**config.mk**
```make
export PLATFORM = sky130hd
export DESIGN_NAME = pmt_translator
export DESIGN_NICKNAME = d
export VERILOG_FILES = /design/src/pmt_translator.v
export VERILOG_INCLUDE_DIRS = /design/src /design/src/src
export SDC_FILE = /design/constraint.sdc
export NUM_CORES = 1
export LEC_CHECK = 0
export ABC_AREA = 0
export CAP_MARGIN = 25
export CORE_MARGIN = 2
export CORE_UTILIZATION = 45
export DETAILED_ROUTE_END_ITERATION = 7
export DONT_BUFFER_PORTS = 1
export PLACE_DENSITY = 0.64
export SETUP_SLACK_MARGIN = 0.05
export SLEW_MARGIN = 30
export SYNTH_ARGS = -nofsm -noshare
export SYNTH_HDL_FRONTEND = slang
export SYNTH_SLANG_ARGS = --single-unit
```
**constraint.sdc**
```tcl
create_clock -name clk -period 3.6 [get_ports clk]
set_input_delay 0.54 -clock clk [delete_from_list [all_inputs] [get_ports clk]]
set_output_delay 0.54 -clock clk [all_outputs]
set_load 0.02 [all_outputs]
```
**src/pmt_consts.vh**
```
// constants for the paged memory map translator
`ifndef PMT_CONSTS_VH
`define PMT_CONSTS_VH

// register indexes as printed; byte address is four times the index
`define PMT_IDX_ZERO_PAGE_BASE   8'h11
`define PMT_IDX_PROG_WINDOW      8'h30
`define PMT_IDX_DEBUG_WINDOW     8'h31
`define PMT_IDX_STATUS           8'h32
`define PMT_ADDR_ZERO_PAGE_BASE  10'h044
`define PMT_ADDR_PROG_WINDOW     10'h0c0
`define PMT_ADDR_DEBUG_WINDOW    10'h0c4
`define PMT_ADDR_STATUS          10'h0c8
`define PMT_ADDR_W               10

// reset values
`define PMT_RST_ZERO_PAGE_BASE   8'h00
`define PMT_RST_PROG_WINDOW      4'he
`define PMT_RST_DEBUG_WINDOW     4'h0

// field positions
`define PMT_PWB_MSB              3
`define PMT_DBG_EN_BIT           4
`define PMT_ST_LOCK_BIT          0
`define PMT_ST_SPECIAL_BIT       1
`define PMT_ST_DEBUG_BIT         2

// fixed pages of the local map
`define PMT_PAGE_LOW             4'hc
`define PMT_PAGE_MID             4'hd
`define PMT_PAGE_TOP             4'hf
`define PMT_PAGE_INFO            4'h1

// global map
`define PMT_REG_TOP              18'h003ff
`define PMT_RAM_TOP_PLUS1        18'h04000
`define PMT_RAM_BYTE_COUNT       18'h02c00
`define PMT_DFL_LOW              18'h04400
`define PMT_DFL_TOP              18'h053ff
`define PMT_INFO_LOW             18'h04000
`define PMT_INFO_TOP             18'h07fff
`define PMT_PFL_TOP_PLUS1        19'h40000
`define PMT_PFL_BYTE_COUNT       19'h38000
`define PMT_DFL_LOCAL_LOW        16'h0400
`define PMT_DFL_LOCAL_TOP        16'h13ff
`define PMT_DFL_LOCAL_SHIFT      18'h04000
`define PMT_DBG_LOCAL_HI         16'hff00
`define PMT_DBG_LOCAL_WIN        16'hbf00

// target select codes
`define PMT_SEL_NONE             3'h0
`define PMT_SEL_REG              3'h1
`define PMT_SEL_RAM              3'h2
`define PMT_SEL_DFLASH           3'h3
`define PMT_SEL_INFO             3'h4
`define PMT_SEL_PFLASH           3'h5
`define PMT_SEL_DEBUG            3'h6

// bus responses
`define PMT_RESP_OKAY            2'b00
`define PMT_RESP_SLVERR          2'b10

`endif

```
**src/pmt_translator.v**
```verilog
// paged memory map translator: direct page, program window, debug overlay, global decode
//
// The implementer's own choice: the AXI4-Lite interface to the registers.
`timescale 1ns/100ps
// Notes on behaviour
// - direct accesses take local bits 15:8 from zero page base, reset zero
// - the 256 byte direct window applies to both mapping schemes
// - zero page base always readable; free writes in special, once in normal
// - four-bit program index pages a 16 kB block into 0x8000-0xBFFF
// - program index sits in bits 3:0, readable and writable anytime
// - far call/return index writes complete before the instruction ends
// - local 0x0000-0x3FFF is page 0x0C, overlaid by registers, data flash, RAM
// - local 0x4000-0x7FFF is page 0x0D, 0xC000-0xFFFF page 0x0F
// - program index resets to 0x0E giving linear flash
// - normal mode runs application code, no external bus
// - special mode: active debug state controls execution
// - debug resources decode only in debug read/write cycles
// - active debug shows debug resources at 0xFF00-0xFFFF, hiding others
// - active debug also shows them at 0xBF00-0xBFFF when index is 0x0F
// - debug unit addresses expand like the CPU with a debug page index
// - debug index used only when enabled and during debug commands
// - registers decode at global 0x0_0000-0x0_03FF
// - RAM spans 0x0_4000 minus RAM size up to 0x0_3FFF
// - data flash decodes at global 0x0_4400-0x0_53FF
// - program flash spans 0x4_0000 minus flash size up to 0x3_FFFF
// - information row and data flash are reached through page 0x01
// - CPU access to unimplemented space resets, except firmware commands; debug unit gets undefined data
// - RAM and flash sizes are byte counts
`include "pmt_consts.vh"

module pmt_translator (
   // clock and reset
   input  wire        clk,
   input  wire        rst_n,
   // axi4-lite slave
   input  wire [9:0]  s_axi_awaddr,
   input  wire        s_axi_awvalid,
   output reg         s_axi_awready,
   input  wire [31:0] s_axi_wdata,
   input  wire [3:0]  s_axi_wstrb,
   input  wire        s_axi_wvalid,
   output reg         s_axi_wready,
   output reg  [1:0]  s_axi_bresp,
   output reg         s_axi_bvalid,
   input  wire        s_axi_bready,
   input  wire [9:0]  s_axi_araddr,
   input  wire        s_axi_arvalid,
   output reg         s_axi_arready,
   output reg  [31:0] s_axi_rdata,
   output reg  [1:0]  s_axi_rresp,
   output reg         s_axi_rvalid,
   input  wire        s_axi_rready,
   // mode and debug state
   input  wire        special_mode,
   input  wire        debug_active,
   input  wire        debug_read_cycle,
   input  wire        debug_write_cycle,
   // far call / return index path
   input  wire        far_wr_valid,
   input  wire [3:0]  far_wr_data,
   output reg         far_wr_done,
   output reg  [3:0]  far_rd_data,
   // cpu access
   input  wire        cpu_valid,
   input  wire [15:0] cpu_addr,
   input  wire        cpu_direct,
   input  wire        cpu_firmware,
   output reg         cpu_out_valid,
   output reg  [17:0] cpu_gaddr,
   output reg  [2:0]  cpu_sel,
   output reg         illegal_access_reset,
   // debug unit access
   input  wire        dbg_valid,
   input  wire [15:0] dbg_addr,
   input  wire        dbg_command,
   output reg         dbg_out_valid,
   output reg  [17:0] dbg_gaddr,
   output reg  [2:0]  dbg_sel,
   output reg         dbg_data_undefined
);

   //---------------------------------------------
   // register state
   //---------------------------------------------
   reg  [7:0] zero_page_base_q;
   reg        zpb_locked_q;
   reg  [3:0] program_window_index_q;
   reg  [3:0] debug_window_index_q;
   reg        debug_window_en_q;

   reg        aw_have_q;
   reg  [9:0] aw_addr_q;
   reg        w_have_q;
   reg [31:0] w_data_q;
   reg  [3:0] w_strb_q;

   wire       wr_go = aw_have_q && w_have_q && !s_axi_bvalid;
   wire       debug_cycle = debug_active && (debug_read_cycle || debug_write_cycle);

   //---------------------------------------------
   // translation functions
   //---------------------------------------------
   // local to global expansion shared by both masters
   function [17:0] expand;
      input [15:0] la;
      input [3:0]  page;
      begin
         case (la[15:14])
            2'b00: begin
               if ({2'b00, la} <= `PMT_REG_TOP)
                  expand = {2'b00, la};
               else if ({2'b00, la} >= `PMT_RAM_TOP_PLUS1 - `PMT_RAM_BYTE_COUNT)
                  expand = {2'b00, la};
               else if (la >= `PMT_DFL_LOCAL_LOW && la <= `PMT_DFL_LOCAL_TOP)
                  expand = {2'b00, la} + `PMT_DFL_LOCAL_SHIFT;
               else
                  expand = {`PMT_PAGE_LOW, la[13:0]};
            end
            2'b01:   expand = {`PMT_PAGE_MID, la[13:0]};
            2'b10:   expand = {page, la[13:0]};
            default: expand = {`PMT_PAGE_TOP, la[13:0]};
         endcase
      end
   endfunction

   // global decode into a target, with the debug overlay on top
   function [2:0] decode;
      input [17:0] ga;
      input [15:0] la;
      input [3:0]  page;
      input        dbg_vis;
      begin
         if (dbg_vis && (la >= `PMT_DBG_LOCAL_HI ||
             (la[15:14] == 2'b10 && page == `PMT_PAGE_TOP && la >= `PMT_DBG_LOCAL_WIN)))
            decode = `PMT_SEL_DEBUG;
         else if (ga <= `PMT_REG_TOP)
            decode = `PMT_SEL_REG;
         else if (ga >= `PMT_RAM_TOP_PLUS1 - `PMT_RAM_BYTE_COUNT && ga < `PMT_RAM_TOP_PLUS1)
            decode = `PMT_SEL_RAM;
         else if (ga >= `PMT_DFL_LOW && ga <= `PMT_DFL_TOP)
            decode = `PMT_SEL_DFLASH;
         else if (ga >= `PMT_INFO_LOW && ga <= `PMT_INFO_TOP)
            decode = `PMT_SEL_INFO;
         else if ({1'b0, ga} >= `PMT_PFL_TOP_PLUS1 - `PMT_PFL_BYTE_COUNT)
            decode = `PMT_SEL_PFLASH;
         else
            decode = `PMT_SEL_NONE;
      end
   endfunction

   //---------------------------------------------
   // master address paths
   //---------------------------------------------
   wire [15:0] cpu_local = cpu_direct ? {zero_page_base_q, cpu_addr[7:0]} : cpu_addr;
   wire [17:0] cpu_g     = expand(cpu_local, program_window_index_q);
   wire [2:0]  cpu_s     = decode(cpu_g, cpu_local, program_window_index_q, debug_cycle);

   // debug index only while enabled and a debug command runs
   wire [3:0]  dbg_page  = (debug_window_en_q && dbg_command) ?
                           debug_window_index_q : program_window_index_q;
   wire [17:0] dbg_g     = expand(dbg_addr, dbg_page);
   wire [2:0]  dbg_s     = decode(dbg_g, dbg_addr, dbg_page, debug_cycle);

   always @(posedge clk) begin
      if (!rst_n) begin
         cpu_out_valid        <= 1'b0;
         cpu_gaddr            <= 18'h00000;
         cpu_sel              <= `PMT_SEL_NONE;
         illegal_access_reset <= 1'b0;
         dbg_out_valid        <= 1'b0;
         dbg_gaddr            <= 18'h00000;
         dbg_sel              <= `PMT_SEL_NONE;
         dbg_data_undefined   <= 1'b0;
      end else begin
         cpu_out_valid        <= cpu_valid;
         cpu_gaddr            <= cpu_g;
         cpu_sel              <= cpu_s;
         // firmware commands are exempt from the reset
         illegal_access_reset <= cpu_valid && !cpu_firmware && cpu_s == `PMT_SEL_NONE;
         dbg_out_valid        <= dbg_valid;
         dbg_gaddr            <= dbg_g;
         dbg_sel              <= dbg_s;
         dbg_data_undefined   <= dbg_valid && dbg_s == `PMT_SEL_NONE;
      end
   end

   //---------------------------------------------
   // axi4-lite write channel
   //---------------------------------------------
   always @(posedge clk) begin
      if (!rst_n) begin
         aw_have_q     <= 1'b0;
         aw_addr_q     <= 10'h000;
         w_have_q      <= 1'b0;
         w_data_q      <= 32'h00000000;
         w_strb_q      <= 4'h0;
         s_axi_awready <= 1'b0;
         s_axi_wready  <= 1'b0;
         s_axi_bvalid  <= 1'b0;
         s_axi_bresp   <= `PMT_RESP_OKAY;
      end else begin
         s_axi_awready <= !aw_have_q && !(s_axi_awvalid && s_axi_awready);
         s_axi_wready  <= !w_have_q && !(s_axi_wvalid && s_axi_wready);
         if (s_axi_awvalid && s_axi_awready) begin
            aw_have_q <= 1'b1;
            aw_addr_q <= s_axi_awaddr;
         end
         if (s_axi_wvalid && s_axi_wready) begin
            w_have_q <= 1'b1;
            w_data_q <= s_axi_wdata;
            w_strb_q <= s_axi_wstrb;
         end
         if (wr_go) begin
            aw_have_q    <= 1'b0;
            w_have_q     <= 1'b0;
            s_axi_bvalid <= 1'b1;
            case ({aw_addr_q[9:2], 2'b00})
               `PMT_ADDR_ZERO_PAGE_BASE,
               `PMT_ADDR_PROG_WINDOW,
               `PMT_ADDR_DEBUG_WINDOW,
               `PMT_ADDR_STATUS: s_axi_bresp <= `PMT_RESP_OKAY;
               default:          s_axi_bresp <= `PMT_RESP_SLVERR;
            endcase
         end else if (s_axi_bvalid && s_axi_bready) begin
            s_axi_bvalid <= 1'b0;
         end
      end
   end

   //---------------------------------------------
   // control registers
   //---------------------------------------------
   wire lane0_wr = wr_go && w_strb_q[0];
   wire [9:0] wr_word = {aw_addr_q[9:2], 2'b00};

   always @(posedge clk) begin
      if (!rst_n) begin
         zero_page_base_q       <= `PMT_RST_ZERO_PAGE_BASE;
         zpb_locked_q           <= 1'b0;
         program_window_index_q <= `PMT_RST_PROG_WINDOW;
         debug_window_index_q   <= `PMT_RST_DEBUG_WINDOW;
         debug_window_en_q      <= 1'b0;
         far_wr_done            <= 1'b0;
         far_rd_data            <= `PMT_RST_PROG_WINDOW;
      end else begin
         far_wr_done <= far_wr_valid;
         // special mode never locks; normal mode locks on its first write
         if (lane0_wr && wr_word == `PMT_ADDR_ZERO_PAGE_BASE && (special_mode || !zpb_locked_q)) begin
            zero_page_base_q <= w_data_q[7:0];
            if (!special_mode)
               zpb_locked_q <= 1'b1;
         end
         // far call/return owns the index that cycle over a bus write
         if (far_wr_valid)
            program_window_index_q <= far_wr_data;
         else if (lane0_wr && wr_word == `PMT_ADDR_PROG_WINDOW)
            program_window_index_q <= w_data_q[`PMT_PWB_MSB:0];
         far_rd_data <= far_wr_valid ? far_wr_data : program_window_index_q;
         if (lane0_wr && wr_word == `PMT_ADDR_DEBUG_WINDOW) begin
            debug_window_index_q <= w_data_q[3:0];
            debug_window_en_q    <= w_data_q[`PMT_DBG_EN_BIT];
         end
      end
   end

   //---------------------------------------------
   // axi4-lite read channel
   //---------------------------------------------
   reg [31:0] rd_mux;
   reg        rd_hit;

   always @* begin
      rd_mux = 32'h00000000;
      rd_hit = 1'b1;
      case ({s_axi_araddr[9:2], 2'b00})
         `PMT_ADDR_ZERO_PAGE_BASE: rd_mux[7:0] = zero_page_base_q;
         `PMT_ADDR_PROG_WINDOW:    rd_mux[3:0] = program_window_index_q;
         `PMT_ADDR_DEBUG_WINDOW:   rd_mux[4:0] = {debug_window_en_q, debug_window_index_q};
         `PMT_ADDR_STATUS: begin
            rd_mux[`PMT_ST_LOCK_BIT]    = zpb_locked_q;
            rd_mux[`PMT_ST_SPECIAL_BIT] = special_mode;
            rd_mux[`PMT_ST_DEBUG_BIT]   = debug_active;
         end
         default: rd_hit = 1'b0;
      endcase
   end

   always @(posedge clk) begin
      if (!rst_n) begin
         s_axi_arready <= 1'b0;
         s_axi_rvalid  <= 1'b0;
         s_axi_rdata   <= 32'h00000000;
         s_axi_rresp   <= `PMT_RESP_OKAY;
      end else begin
         s_axi_arready <= !s_axi_rvalid && !(s_axi_arvalid && s_axi_arready);
         if (s_axi_arvalid && s_axi_arready) begin
            s_axi_rvalid <= 1'b1;
            s_axi_rdata  <= rd_mux;
            s_axi_rresp  <= rd_hit ? `PMT_RESP_OKAY : `PMT_RESP_SLVERR;
         end else if (s_axi_rvalid && s_axi_rready) begin
            s_axi_rvalid <= 1'b0;
         end
      end
   end

endmodule // pmt_translator

```
# After elaboration in Yosys (flattened, before gate mapping)
# Index checks and enable logic that the tools add are counted.
# classes
n_addsub	2
n_lt_le_gt_ge	28
eq_ne	14
mux	36
bitwise	2
reduce_logical	58
# op_table
operator	count
two-way mux 18 bit	6
one-hot mux 18 bit (3 select lines)	2
>= comparator 18 x 15 -> 1 bit (second input constant)	4
<= comparator 18 x 15 -> 1 bit (second input constant)	4
>= comparator 16 bit (second input constant)	4
equality test 8 x 6 -> 1 bit (second input constant)	6
two-way mux 3 bit	13
>= comparator 18 x 13 -> 1 bit (second input constant)	2
>= comparator 18 x 16 -> 1 bit (second input constant)	2
<= comparator 18 x 10 -> 1 bit (second input constant)	2
less-than comparator 18 x 15 -> 1 bit (second input constant)	2
adder 16 x 15 -> 17 bit (second input constant)	2
logical AND 1 bit	34
>= comparator 16 x 11 -> 1 bit (second input constant)	2
>= comparator 16 x 13 -> 1 bit (second input constant)	2
<= comparator 16 x 10 -> 1 bit (second input constant)	2
<= comparator 16 x 13 -> 1 bit (second input constant)	2
equality test 8 x 5 -> 1 bit (second input constant)	2
two-way mux 16 bit	1
two-way mux 4 bit	4
one-hot mux 3 bit (4 select lines)	1
zero test 1 bit	9
equality test 4 bit (second input constant)	2
OR reduction 4 bit	2
13 further kinds	28
# totals
reg_bits	107
out_inout_bits	92
wordCells	168

# Depth between registers and ports, before layout
# Gate-level depths: netlist of the first run.
# depth
depth_word	16
depth_mapped	9
depth_no_buf	8

# Worst setup path before layout of the first run
# No wires, ideal clock.
# synth_timing
path_type	input-to-reg
from	input cpu_direct
to	register illegal_access_reset
setup_time_ns	0.092
t_arrival_ns	2.879
t_required_ns	3.508
path_slack_ns	0.629
cell_stages	9
n_path_buf	1
cell_sequence	clkbuf_1 -> mux2i_1 -> inv_1 -> ha_1 -> a211oi_1 -> o21ai_1 -> a31oi_1 -> or3b_1 -> nor4_1
# synth_between
elab_chain_cells	16
# synth_rtl
element	line_no	rtl
start: declaration	pmt_translator.v:66	input wire cpu_direct,
two-way mux 16 bit *	pmt_translator.v:154	wire [15:0] cpu_local = cpu_direct ? {zero_page_base_q, cpu_addr[7:0]} : cpu_addr;
>= comparator 16 x 11 -> 1 bit (no line) or <= comparator 16 x 13 -> 1 bit (tied branches)	-	
logical AND 1 bit (no line)	-	
two-way mux 18 bit	pmt_translator.v:114	else if (la >= `PMT_DFL_LOCAL_LOW && la <= `PMT_DFL_LOCAL_TOP)
two-way mux 18 bit	pmt_translator.v:112	else if ({2'b00, la} >= `PMT_RAM_TOP_PLUS1 - `PMT_RAM_BYTE_COUNT)
two-way mux 18 bit	pmt_translator.v:110	if ({2'b00, la} <= `PMT_REG_TOP)
one-hot mux 18 bit (3 select lines)	pmt_translator.v:108	case (la[15:14])
>= comparator 18 x 16 -> 1 bit (no line), or another cell as far along	-	
two-way mux 3 bit or logical AND 1 bit (tied branches)	-	
two-way mux 3 bit	pmt_translator.v:142	else if (ga >= `PMT_INFO_LOW && ga <= `PMT_INFO_TOP)
two-way mux 3 bit	pmt_translator.v:140	else if (ga >= `PMT_DFL_LOW && ga <= `PMT_DFL_TOP)
two-way mux 3 bit	pmt_translator.v:138	else if (ga >= `PMT_RAM_TOP_PLUS1 - `PMT_RAM_BYTE_COUNT && ga < `PMT_RAM_TOP_PLUS1)
two-way mux 3 bit	pmt_translator.v:136	else if (ga <= `PMT_REG_TOP)
two-way mux 3 bit *	pmt_translator.v:133	if (dbg_vis && (la >= `PMT_DBG_LOCAL_HI ||
zero test 3 bit (no line) *	-	
logical AND 1 bit (no line) *	-	
end signal: assignment	pmt_translator.v:179	illegal_access_reset <= cpu_valid && !cpu_firmware && cpu_s == `PMT_SEL_NONE;
end: declaration	pmt_translator.v:71	output reg illegal_access_reset,
# Every way passes the cells marked *; elsewhere a longest branch is shown, timed or not.
# A chain may end at the register's enable or synchronous reset.

# Worst setup path in the final report of the first run
# layout_timing
from	register zero_page_base_q[6]
to	register illegal_access_reset
# layout_between
elab_chain_cells	16
# layout_rtl
element	line_no	rtl
start: declaration	pmt_translator.v:85	reg [7:0] zero_page_base_q;
start signal: assignment	pmt_translator.v:238	zero_page_base_q <= `PMT_RST_ZERO_PAGE_BASE;
start signal: assignment	pmt_translator.v:249	zero_page_base_q <= w_data_q[7:0];
two-way mux 16 bit *	pmt_translator.v:154	
>= comparator 16 x 11 -> 1 bit (no line) or <= comparator 16 x 13 -> 1 bit (tied branches)	-	
logical AND 1 bit (no line)	-	
two-way mux 18 bit	pmt_translator.v:114	
two-way mux 18 bit	pmt_translator.v:112	
two-way mux 18 bit	pmt_translator.v:110	
one-hot mux 18 bit (3 select lines)	pmt_translator.v:108	
>= comparator 18 x 16 -> 1 bit (no line), or another cell as far along	-	
two-way mux 3 bit or logical AND 1 bit (tied branches)	-	
two-way mux 3 bit	pmt_translator.v:142	
two-way mux 3 bit	pmt_translator.v:140	
two-way mux 3 bit	pmt_translator.v:138	
two-way mux 3 bit	pmt_translator.v:136	
two-way mux 3 bit *	pmt_translator.v:133	
zero test 3 bit (no line) *	-	
logical AND 1 bit (no line) *	-	
# Marked as above.

==> metrics.log, run 1 <==
[metrics] YS warnings: 0
[metrics] dominant register cell in the synthesized netlist: sky130_fd_sc_hd__dfxtp_1
[metrics] start of the worst register-to-register path: zero_page_base_q[6]
[metrics] global-route usage over all layers: between 10% and 20%
[metrics] TritonRoute pass-1 iters: 4
[metrics] Synth area leaders: sky130_fd_sc_hd__dfxtp_1 (45%), sky130_fd_sc_hd__mux2i_1 (7.7%), sky130_fd_sc_hd__buf_4 (4.3%)
[metrics] worst hold path depth: 1
[metrics] die height: 104 um
[metrics] Total Negative Setup Slacks: 0 ns
[metrics] starting density of the core: a little under half
[metrics] Core Rows: 36
[metrics] drt via density: 5.44
[metrics] final WL: just over 10000 um
[metrics] Worst Setup Path Type: reg2reg
[metrics] count of maximum capacitance violations: 0
[metrics] sequential-to-total area share from yosys stat: a little under half
[metrics] crit end category: flip-flop
[metrics] initial DRC count: between 100 and 150
[metrics] share of post-route cells with drive strength above 1: around 4.8%
[metrics] routability-driven placement congestion ratio: about 0.80
[metrics] critical path data arrival time: ~3.2 ns
[metrics] Antenna Violating Nets Remaining: 0
[metrics] level count of the clock H-tree: 3
[metrics] area of the core: just under 0.01 mm^2
[metrics] area taken by flip-flops and latches: slightly above 0.002 mm^2
[metrics] standby leakage power: about 1.9 nW
[metrics] unrepaired setup endpoints after global routing: false
[metrics] final worst path period need: 2.94 ns
[metrics] clock latency at the later pin of the worst-skew pair: around 0.36 ns
[metrics] FF-to-FF setup slack: between 0.6 and 0.7 ns
[metrics] number of diodes: 0
[metrics] number of instances resized during post-cts repair: 0
[metrics] Mapped Cells: ~500
[metrics] net count reported at finish: roughly 610
[metrics] slew at the pin closest to its max-slew limit: approximately 0.76 ns
[metrics] average routed wire per standard cell: 16.4 um
[metrics] Synth top area share: 45.4%
[metrics] via count: 3430
[metrics] path category of the worst min-delay check: in2reg
[metrics] number of clock sinks: a little over 100
[metrics] grt met3 use: under 10%
[metrics] clock slew at the register clock pins of the worst setup and hold paths: between 0.1 and 0.15 ns
[metrics] post-route fraction of the period consumed by the critical path: approximately 80%
[metrics] final setup vio count: 0
[metrics] required arrival time at the worst endpoint: 3.87 ns
[metrics] Die Area: ~0.011 mm^2
[metrics] largest area contributor in the netlist: sky130_fd_sc_hd__dfxtp_1
[metrics] setup clock skew after layout: roughly 0.017 ns
[metrics] beginning of the worst hold path: rst_n
[metrics] startpoint of the most critical setup path: zero_page_base_q[6]
[metrics] die span in x: around 100 um
[metrics] Clock Root Buffer: sky130_fd_sc_hd__clkbuf_8
[metrics] Filler cells: about 970
[metrics] count of buffers inserted at the top-level ports: 0
[metrics] share of flip-flops with an asynchronous set or reset after synthesis: 0%
[metrics] Post-synth EDFFs: 0
[metrics] met1 demand-to-capacity share in global routing: 22.8%
[metrics] HPWL after detailed placement: just under 8000 um
[metrics] first-pass GRT wire length: approximately 17000 um
[metrics] worst max-slew margin expressed relative to the limit: 49.1%
[metrics] overflow left after global routing: 0
[metrics] TritonCTS clock tree: done
[metrics] Yosys reg bits: 103
[metrics] run status: completed
[metrics] Max Slew Vio Count: 0
[metrics] Final Core Density: 48.5%
[metrics] DRC errors left: 0
[metrics] Worst setup SP type: flip-flop
[metrics] antenna violations before repair: 0
[metrics] multi-input logic area: roughly 0.0022 mm^2
[metrics] netlist area before placement: approximately 0.0045 mm^2
[metrics] clk buf depth: 2
[metrics] most common cell after layout, fill and taps aside: sky130_fd_sc_hd__dfxtp_1
[metrics] Post CTS Setup Buffer Count: 0
[metrics] count of boundary I/O pins: between 200 and 250
[metrics] capture point of the worst reg-to-reg path: illegal_access_reset
[metrics] critical-path maximum fanout: 8
[metrics] number of global-route vias before repair: between 3000 and 4000
[metrics] M2 GR Usage: 31.0%
[metrics] library cells used by synthesis: 54
[metrics] Fmax achieved: roughly 340 MHz
[metrics] number of cells on the worst reg-to-reg path: 8
[metrics] layer with the highest usage: met2
[metrics] most frequent cells in the layout: sky130_fd_sc_hd__dfxtp_1 (103), sky130_fd_sc_hd__nand2_1 (46), sky130_fd_sc_hd__nor2_1 (42)
[metrics] hold violation count in the final report: 0
[metrics] maximum vdd drop: 239 uV
[metrics] area growth from synthesis to layout: 4.44%
[metrics] total clock buffers created by CTS: 9
[metrics] maximum number of pins on one net before global-route repair: 44
[metrics] end of the worst hold path: far_rd_data[2]
[metrics] synthesized area divided by synthesized cell count: 9.04 um^2
[metrics] PD cells: 471 mW/mm^2
[metrics] # hold bufs at CTS: 0
-- area by class of cell --
cell class / count / area share (%)
clock buffer: 10 / 2.90
clock inverter: 6 / 1.56
inverter: 15 / 1.19
multi-input combinational: 363 / 47.2
sequential: 103 / 43.5
tap: 133 / 3.51
timing repair buffer: 1 / 0.158
-- cell usage after synthesis, drive strengths merged (2+ instances only) --
cell type    n
nand2       46
o31ai        2
nor3         8
a21oi       38
and2        29
o221ai       3
nand4        5
nand2b       9
ha          10
o211a        3
or2          2
a31oi        3
or4          2
nor2        42
inv         14
nand4bb      2
nor2b        8
a32o         3
buf         27
and3         4
a311oi       2
and4         4
nand3       20
a21boi       3
or3          3
dfxtp      103
a41o         2
o211ai       3
mux2i       35
nor4         6
clkbuf      19
o21a         4
a211oi       7
o21ai       15
nor4b        2
-- layer usage --
layer | vias to the layer above | wire [um]
met5 | - | 0
met2 | 134 | 4970
li1 | 1690 | -
met3 | 7 | 903
met4 | 0 | 72
met1 | 1599 | 4440
-- logic make-up after synthesis --
kind of cell | Yosys count | share of synthesized area, %
AO/OA/AOI/OAI | 97 | 13.9
other | 1 | 0.0827
multiplexers | 36 | 7.97
AND/OR/NAND/NOR | 194 | 22.4
flip-flops | 103 | 45.4
adder cells (fa/ha/maj) | 10 | 2.76
buffers and inverters | 61 | 7.36
-- state kept, by name (all words and copies together), names as in the netlist, 3 cells and up --
name / cells
dbg_sel: 3
dbg_gaddr: 18
zero_page_base_q: 8
s_axi_rdata: 8
far_rd_data: 4
debug_window_index_q: 4
cpu_gaddr: 18
aw_addr_q: 8
program_window_index_q: 4
cpu_sel: 3
w_data_q: 8
-- critical path: stages (launching register included) --
cell and delay (ns):
sky130_fd_sc_hd__dfxtp_1 0.34, sky130_fd_sc_hd__mux2i_1 0.52, sky130_fd_sc_hd__inv_1 0.22, sky130_fd_sc_hd__ha_1 0.30
sky130_fd_sc_hd__a211oi_1 0.45, sky130_fd_sc_hd__o21ai_1 0.13, sky130_fd_sc_hd__a31oi_1 0.25, sky130_fd_sc_hd__or3b_1 0.37
sky130_fd_sc_hd__nor4_1 0.28
-- how the worst max path moves through the flow --
| stage | end | depth (start not counted) | slack (ns) |
|---|---|---|---|
| 6_report | illegal_access_reset | 8 | 0.66 |
| 4_1_cts | illegal_access_reset | 8 | 0.70 |
| 3_3_place_gp | illegal_access_reset | 8 | 0.59 |
| 2_1_floorplan | illegal_access_reset | 9 | 0.63 |
| 3_5_place_dp | illegal_access_reset | 8 | 0.47 |
| 5_1_grt | illegal_access_reset | 8 | 0.38 |
-- per-stage QoR --
stage          cells  power, W  setup slack, ns  hold slack, ns  instance area [um^2]
2_1_floorplan    527   0.00149            0.630           0.433                  4630
3_3_place_gp     615   0.00149            0.586           0.444                  4530
3_5_place_dp     615   0.00150            0.466           0.449                  4530
4_1_cts          631   0.00226            0.700           0.243                  4740
5_1_grt          631   0.00233            0.378           0.231                  4740
6_report         631   0.00223            0.657           0.266                  4740
-- power breakdown --
group          internal (W)  switching [W]  leakage (nW)
Clock              0.000350       0.000408         0.101
Sequential          0.00119      0.0000898         0.847
Combinational     0.0000733       0.000115         0.949
Total               0.00162       0.000612          1.90
Power figures use the tool's default switching activity.
==> run 2, diff against run 1 <==
--- a/config.mk
+++ b/config.mk
@@ -12,7 +12,7 @@
 export CORE_UTILIZATION = 45
 export DETAILED_ROUTE_END_ITERATION = 7
 export DONT_BUFFER_PORTS = 1
-export PLACE_DENSITY = 0.64
+export PLACE_DENSITY = 0.66
 export SETUP_SLACK_MARGIN = 0.05
 export SLEW_MARGIN = 30
 export SYNTH_ARGS = -nofsm -noshare
==> constraint.sdc (replaced) <==
create_clock -name clk -period 2.5 [get_ports clk]
set_input_delay 0.375 -clock clk [delete_from_list [all_inputs] [get_ports clk]]
set_output_delay 0.375 -clock clk [all_outputs]
set_load 0.02 [all_outputs]
==> run 2 against run 1 <==
  * Total power grew 39%
  * Combinational power grew 51%
  * Final area grew 1.1%
  * Sequential power grew 45%
  * Clock power grew 28%
  * Wire length shrank 0.72%
  * Highest routed layer unchanged
  * Critical path type unchanged
  * Sequential cell count is the same
  * Register-to-register slack lost 0.45 ns
  * Via count grew 2.5%
==> metrics.log, run 2 (same netlist as run 1, synthesis figures left out) <==
[metrics] final worst path period need: 2.29 ns (-0.655 ns)
[metrics] final setup vio count: 0 (unchanged)
[metrics] Post-Place Cell Area: 0.00459 mm^2 (+1.3%)
[metrics] Core Rows: 36 (unchanged)
[metrics] maximum number of pins on one net before global-route repair: 60 (+36%)
[metrics] total clock buffers created by CTS: 9 (unchanged)
[metrics] number of diodes: 0 (unchanged)
[metrics] antenna violations before repair: 0 (unchanged)
[metrics] unrepaired setup endpoints after global routing: false
[metrics] number of global-route vias before repair: 3281 (+1.6%)
[metrics] PD cells: 648 mW/mm^2 (+38%)
[metrics] P_sw: 0.000855 W (+40%)
[metrics] clk buf depth: 2 (unchanged)
[metrics] FF-to-FF setup slack: 0.21 ns (-0.45 ns)
[metrics] routability-driven placement congestion ratio: 0.850 (+6.5%)
[metrics] most common cell after layout, fill and taps aside: sky130_fd_sc_hd__dfxtp_1
[metrics] die span in x: 104 um (unchanged)
[metrics] setup clock skew after layout: 0.00933 ns (-0.00722 ns)
[metrics] worst hold path depth: 1 (unchanged)
[metrics] largest registers in the final layout: cpu_gaddr (18), dbg_gaddr (18)
[metrics] initial DRC count: 177 (+19%)
[metrics] Worst setup SP type: flip-flop
[metrics] first-pass GRT wire length: 16300 um (-1.5%)
[metrics] critical path data arrival time: 2.57 ns (-0.65 ns)
[metrics] TritonCTS clock tree: done
[metrics] drt via density: 5.53 (+1.7%)
[metrics] starting density of the core: 46.4% (unchanged)
[metrics] number of cells on the worst reg-to-reg path: 8 (unchanged)
[metrics] net count reported at finish: 618 (+0.98%)
[metrics] Clock Root Buffer: sky130_fd_sc_hd__clkbuf_8
[metrics] Internal Dissipation: 0.00225 W (+39%)
[metrics] most frequent cells in the layout: sky130_fd_sc_hd__dfxtp_1 (103), sky130_fd_sc_hd__nand2_1 (46), sky130_fd_sc_hd__nor2_1 (42)
[metrics] Die Area: 0.0109 mm^2 (unchanged)
[metrics] clock slew at the register clock pins of the worst setup and hold paths: 0.10 ns (about the same)
[metrics] level count of the clock H-tree: 3 (unchanged)
[metrics] count of maximum capacitance violations: 0 (unchanged)
[metrics] slew at the pin closest to its max-slew limit: 0.662 ns (-0.0976 ns)
[metrics] relative contribution of the clock network to total power: 31.3% (-2.7 points)
[metrics] Fmax achieved: 437 MHz (+29%)
[metrics] worst max-slew margin expressed relative to the limit: 55.4% (+6.3 points)
[metrics] overflow left after global routing: 0 (unchanged)
[metrics] Sequential Power Share: 59.5% (+1.9 points)
[metrics] proportion of total power due to net switching: 27.5% (+0.091 points)
[metrics] hold violation count in the final report: 0 (unchanged)
[metrics] share of post-route cells with drive strength above 1: 6.76% (+1.9 points)
[metrics] standby leakage power: 1.91 nW (+0.66%)
[metrics] Max Slew Vio Count: 0 (unchanged)
[metrics] number of clock sinks: 103 (unchanged)
[metrics] final WL: 10300 um (-0.72%)
[metrics] average routed wire per standard cell: 16.2 um (-1.5%)
[metrics] count of boundary I/O pins: 201 (unchanged)
[metrics] required arrival time at the worst endpoint: 2.78 ns (-1.09 ns)
[metrics] maximum vdd drop: 311 uV (+30%)
[metrics] via count: 3515 (+2.5%)
[metrics] post-route fraction of the period consumed by the critical path: 91.5% (+9.8 points)
[metrics] area growth from synthesis to layout: 5.54%
[metrics] die height: 104 um (unchanged)
[metrics] Total Negative Setup Slacks: 0 ns (unchanged)
[metrics] portion of total power attributed to combinational logic: 9.1% (+0.7 points)
[metrics] critical-path maximum fanout: 5 (-3)
[metrics] TritonRoute pass-1 iters: 4 (unchanged)
[metrics] Worst Setup Path Type: reg2reg
[metrics] count of buffers inserted at the top-level ports: 0 (unchanged)
[metrics] path category of the worst min-delay check: in2reg
[metrics] global-route usage over all layers: 18.5% (-0.24 points)
[metrics] Antenna Violating Nets Remaining: 0 (unchanged)
[metrics] run status: completed
[metrics] clock latency at the later pin of the worst-skew pair: 0.36 ns (about the same)
[metrics] area of all placed cells without fillers: 0.00479 mm^2 (+1.1%)
[metrics] DRC errors left: 0 (unchanged)
[metrics] crit end category: flip-flop
[metrics] HPWL after detailed placement: 7640 um (-1.7%)
[metrics] area of the core: 0.00977 mm^2 (unchanged)
[metrics] Filler cells: 972 (unchanged)
[run 2: cell count changes in the layout (fill, tap and decap cells not counted)]
cell and delta:
sky130_fd_sc_hd__buf_4 +6, sky130_fd_sc_hd__mux2i_1 -2, sky130_fd_sc_hd__mux2i_4 +2, sky130_fd_sc_hd__a211oi_1 -1
sky130_fd_sc_hd__a211oi_2 +1, sky130_fd_sc_hd__bufinv_16 -1, sky130_fd_sc_hd__clkbuf_8 +1, sky130_fd_sc_hd__clkinv_2 +1
sky130_fd_sc_hd__inv_1 -1, sky130_fd_sc_hd__inv_2 +1, sky130_fd_sc_hd__inv_6 -1, sky130_fd_sc_hd__inv_8 -1
sky130_fd_sc_hd__nor4_1 -1, sky130_fd_sc_hd__nor4_2 +1
[run 2: repair_timing]
item,4_1_cts,5_1_grt
resized for setup,0,1
setup endpoints to repair,0,1
setup buffers,0,2
endpoints found under the hold margin,0,0
hold buffers,0,0
[run 2: routing by layer]
layer	GRT usage (%)	wire length, um
met5	0	0
met4	6.37	138
met3	5.70	978
met2	30.6	4810
met1	22.8	4380
[run 2: critical path, stage by stage (launching register included)]
cell                       delay [ns]
sky130_fd_sc_hd__dfxtp_1         0.38
sky130_fd_sc_hd__mux2i_4         0.24
sky130_fd_sc_hd__inv_1           0.11
sky130_fd_sc_hd__ha_1            0.26
sky130_fd_sc_hd__a211oi_2        0.27
sky130_fd_sc_hd__o21ai_1         0.10
sky130_fd_sc_hd__a31oi_1         0.22
sky130_fd_sc_hd__or3b_1          0.39
sky130_fd_sc_hd__nor4_2          0.25
[run 2: path summary, 6_finish.rpt]
kind                                              to                 from
worst max-delay path            illegal_access_reset  zero_page_base_q[7]
worst min-delay path                  far_rd_data[1]                rst_n
worst max register to register  illegal_access_reset  zero_page_base_q[7]
worst min register to register          aw_addr_q[6]         aw_addr_q[6]
[run 2: layout make-up]
cell class	count	area, um^2	area share, %
Clock buffer	11	151	3.16
Clock inverter	4	28.8	0.601
Inverter	15	56.3	1.18
Multi-Input combinational cell	363	2270	47.4
Sequential cell	103	2060	43.1
Tap cell	133	166	3.48
Timing Repair Buffer	7	52.6	1.10
[run 2: power groups by stage]
| stage | clock network [W] | logic, W | registers (W) |
|---|---|---|---|
| 6_report | 0.000972 | 0.000283 | 0.00185 |
| 5_1_grt | 0.00106 | 0.000317 | 0.00186 |
| 4_1_cts | 0.00101 | 0.000279 | 0.00185 |
| 3_5_place_dp | 0 | 0.000278 | 0.00189 |
| 3_3_place_gp | 0 | 0.000270 | 0.00189 |
| 2_1_floorplan | 0 | 0.000286 | 0.00187 |
[run 2: per-stage QoR]
stage	hold WS, ns	instances	power [W]	util [%]	setup slack [ns]
6_report	0.101	636	0.00310	49.0	0.212
5_1_grt	0.0692	636	0.00324	49.0	0.0545
4_1_cts	0.0799	634	0.00313	48.8	0.233
3_5_place_dp	0.449	619	0.00217	46.9	0.199
3_3_place_gp	0.447	619	0.00216	46.9	0.202
2_1_floorplan	0.433	527	0.00215	-	0.0631
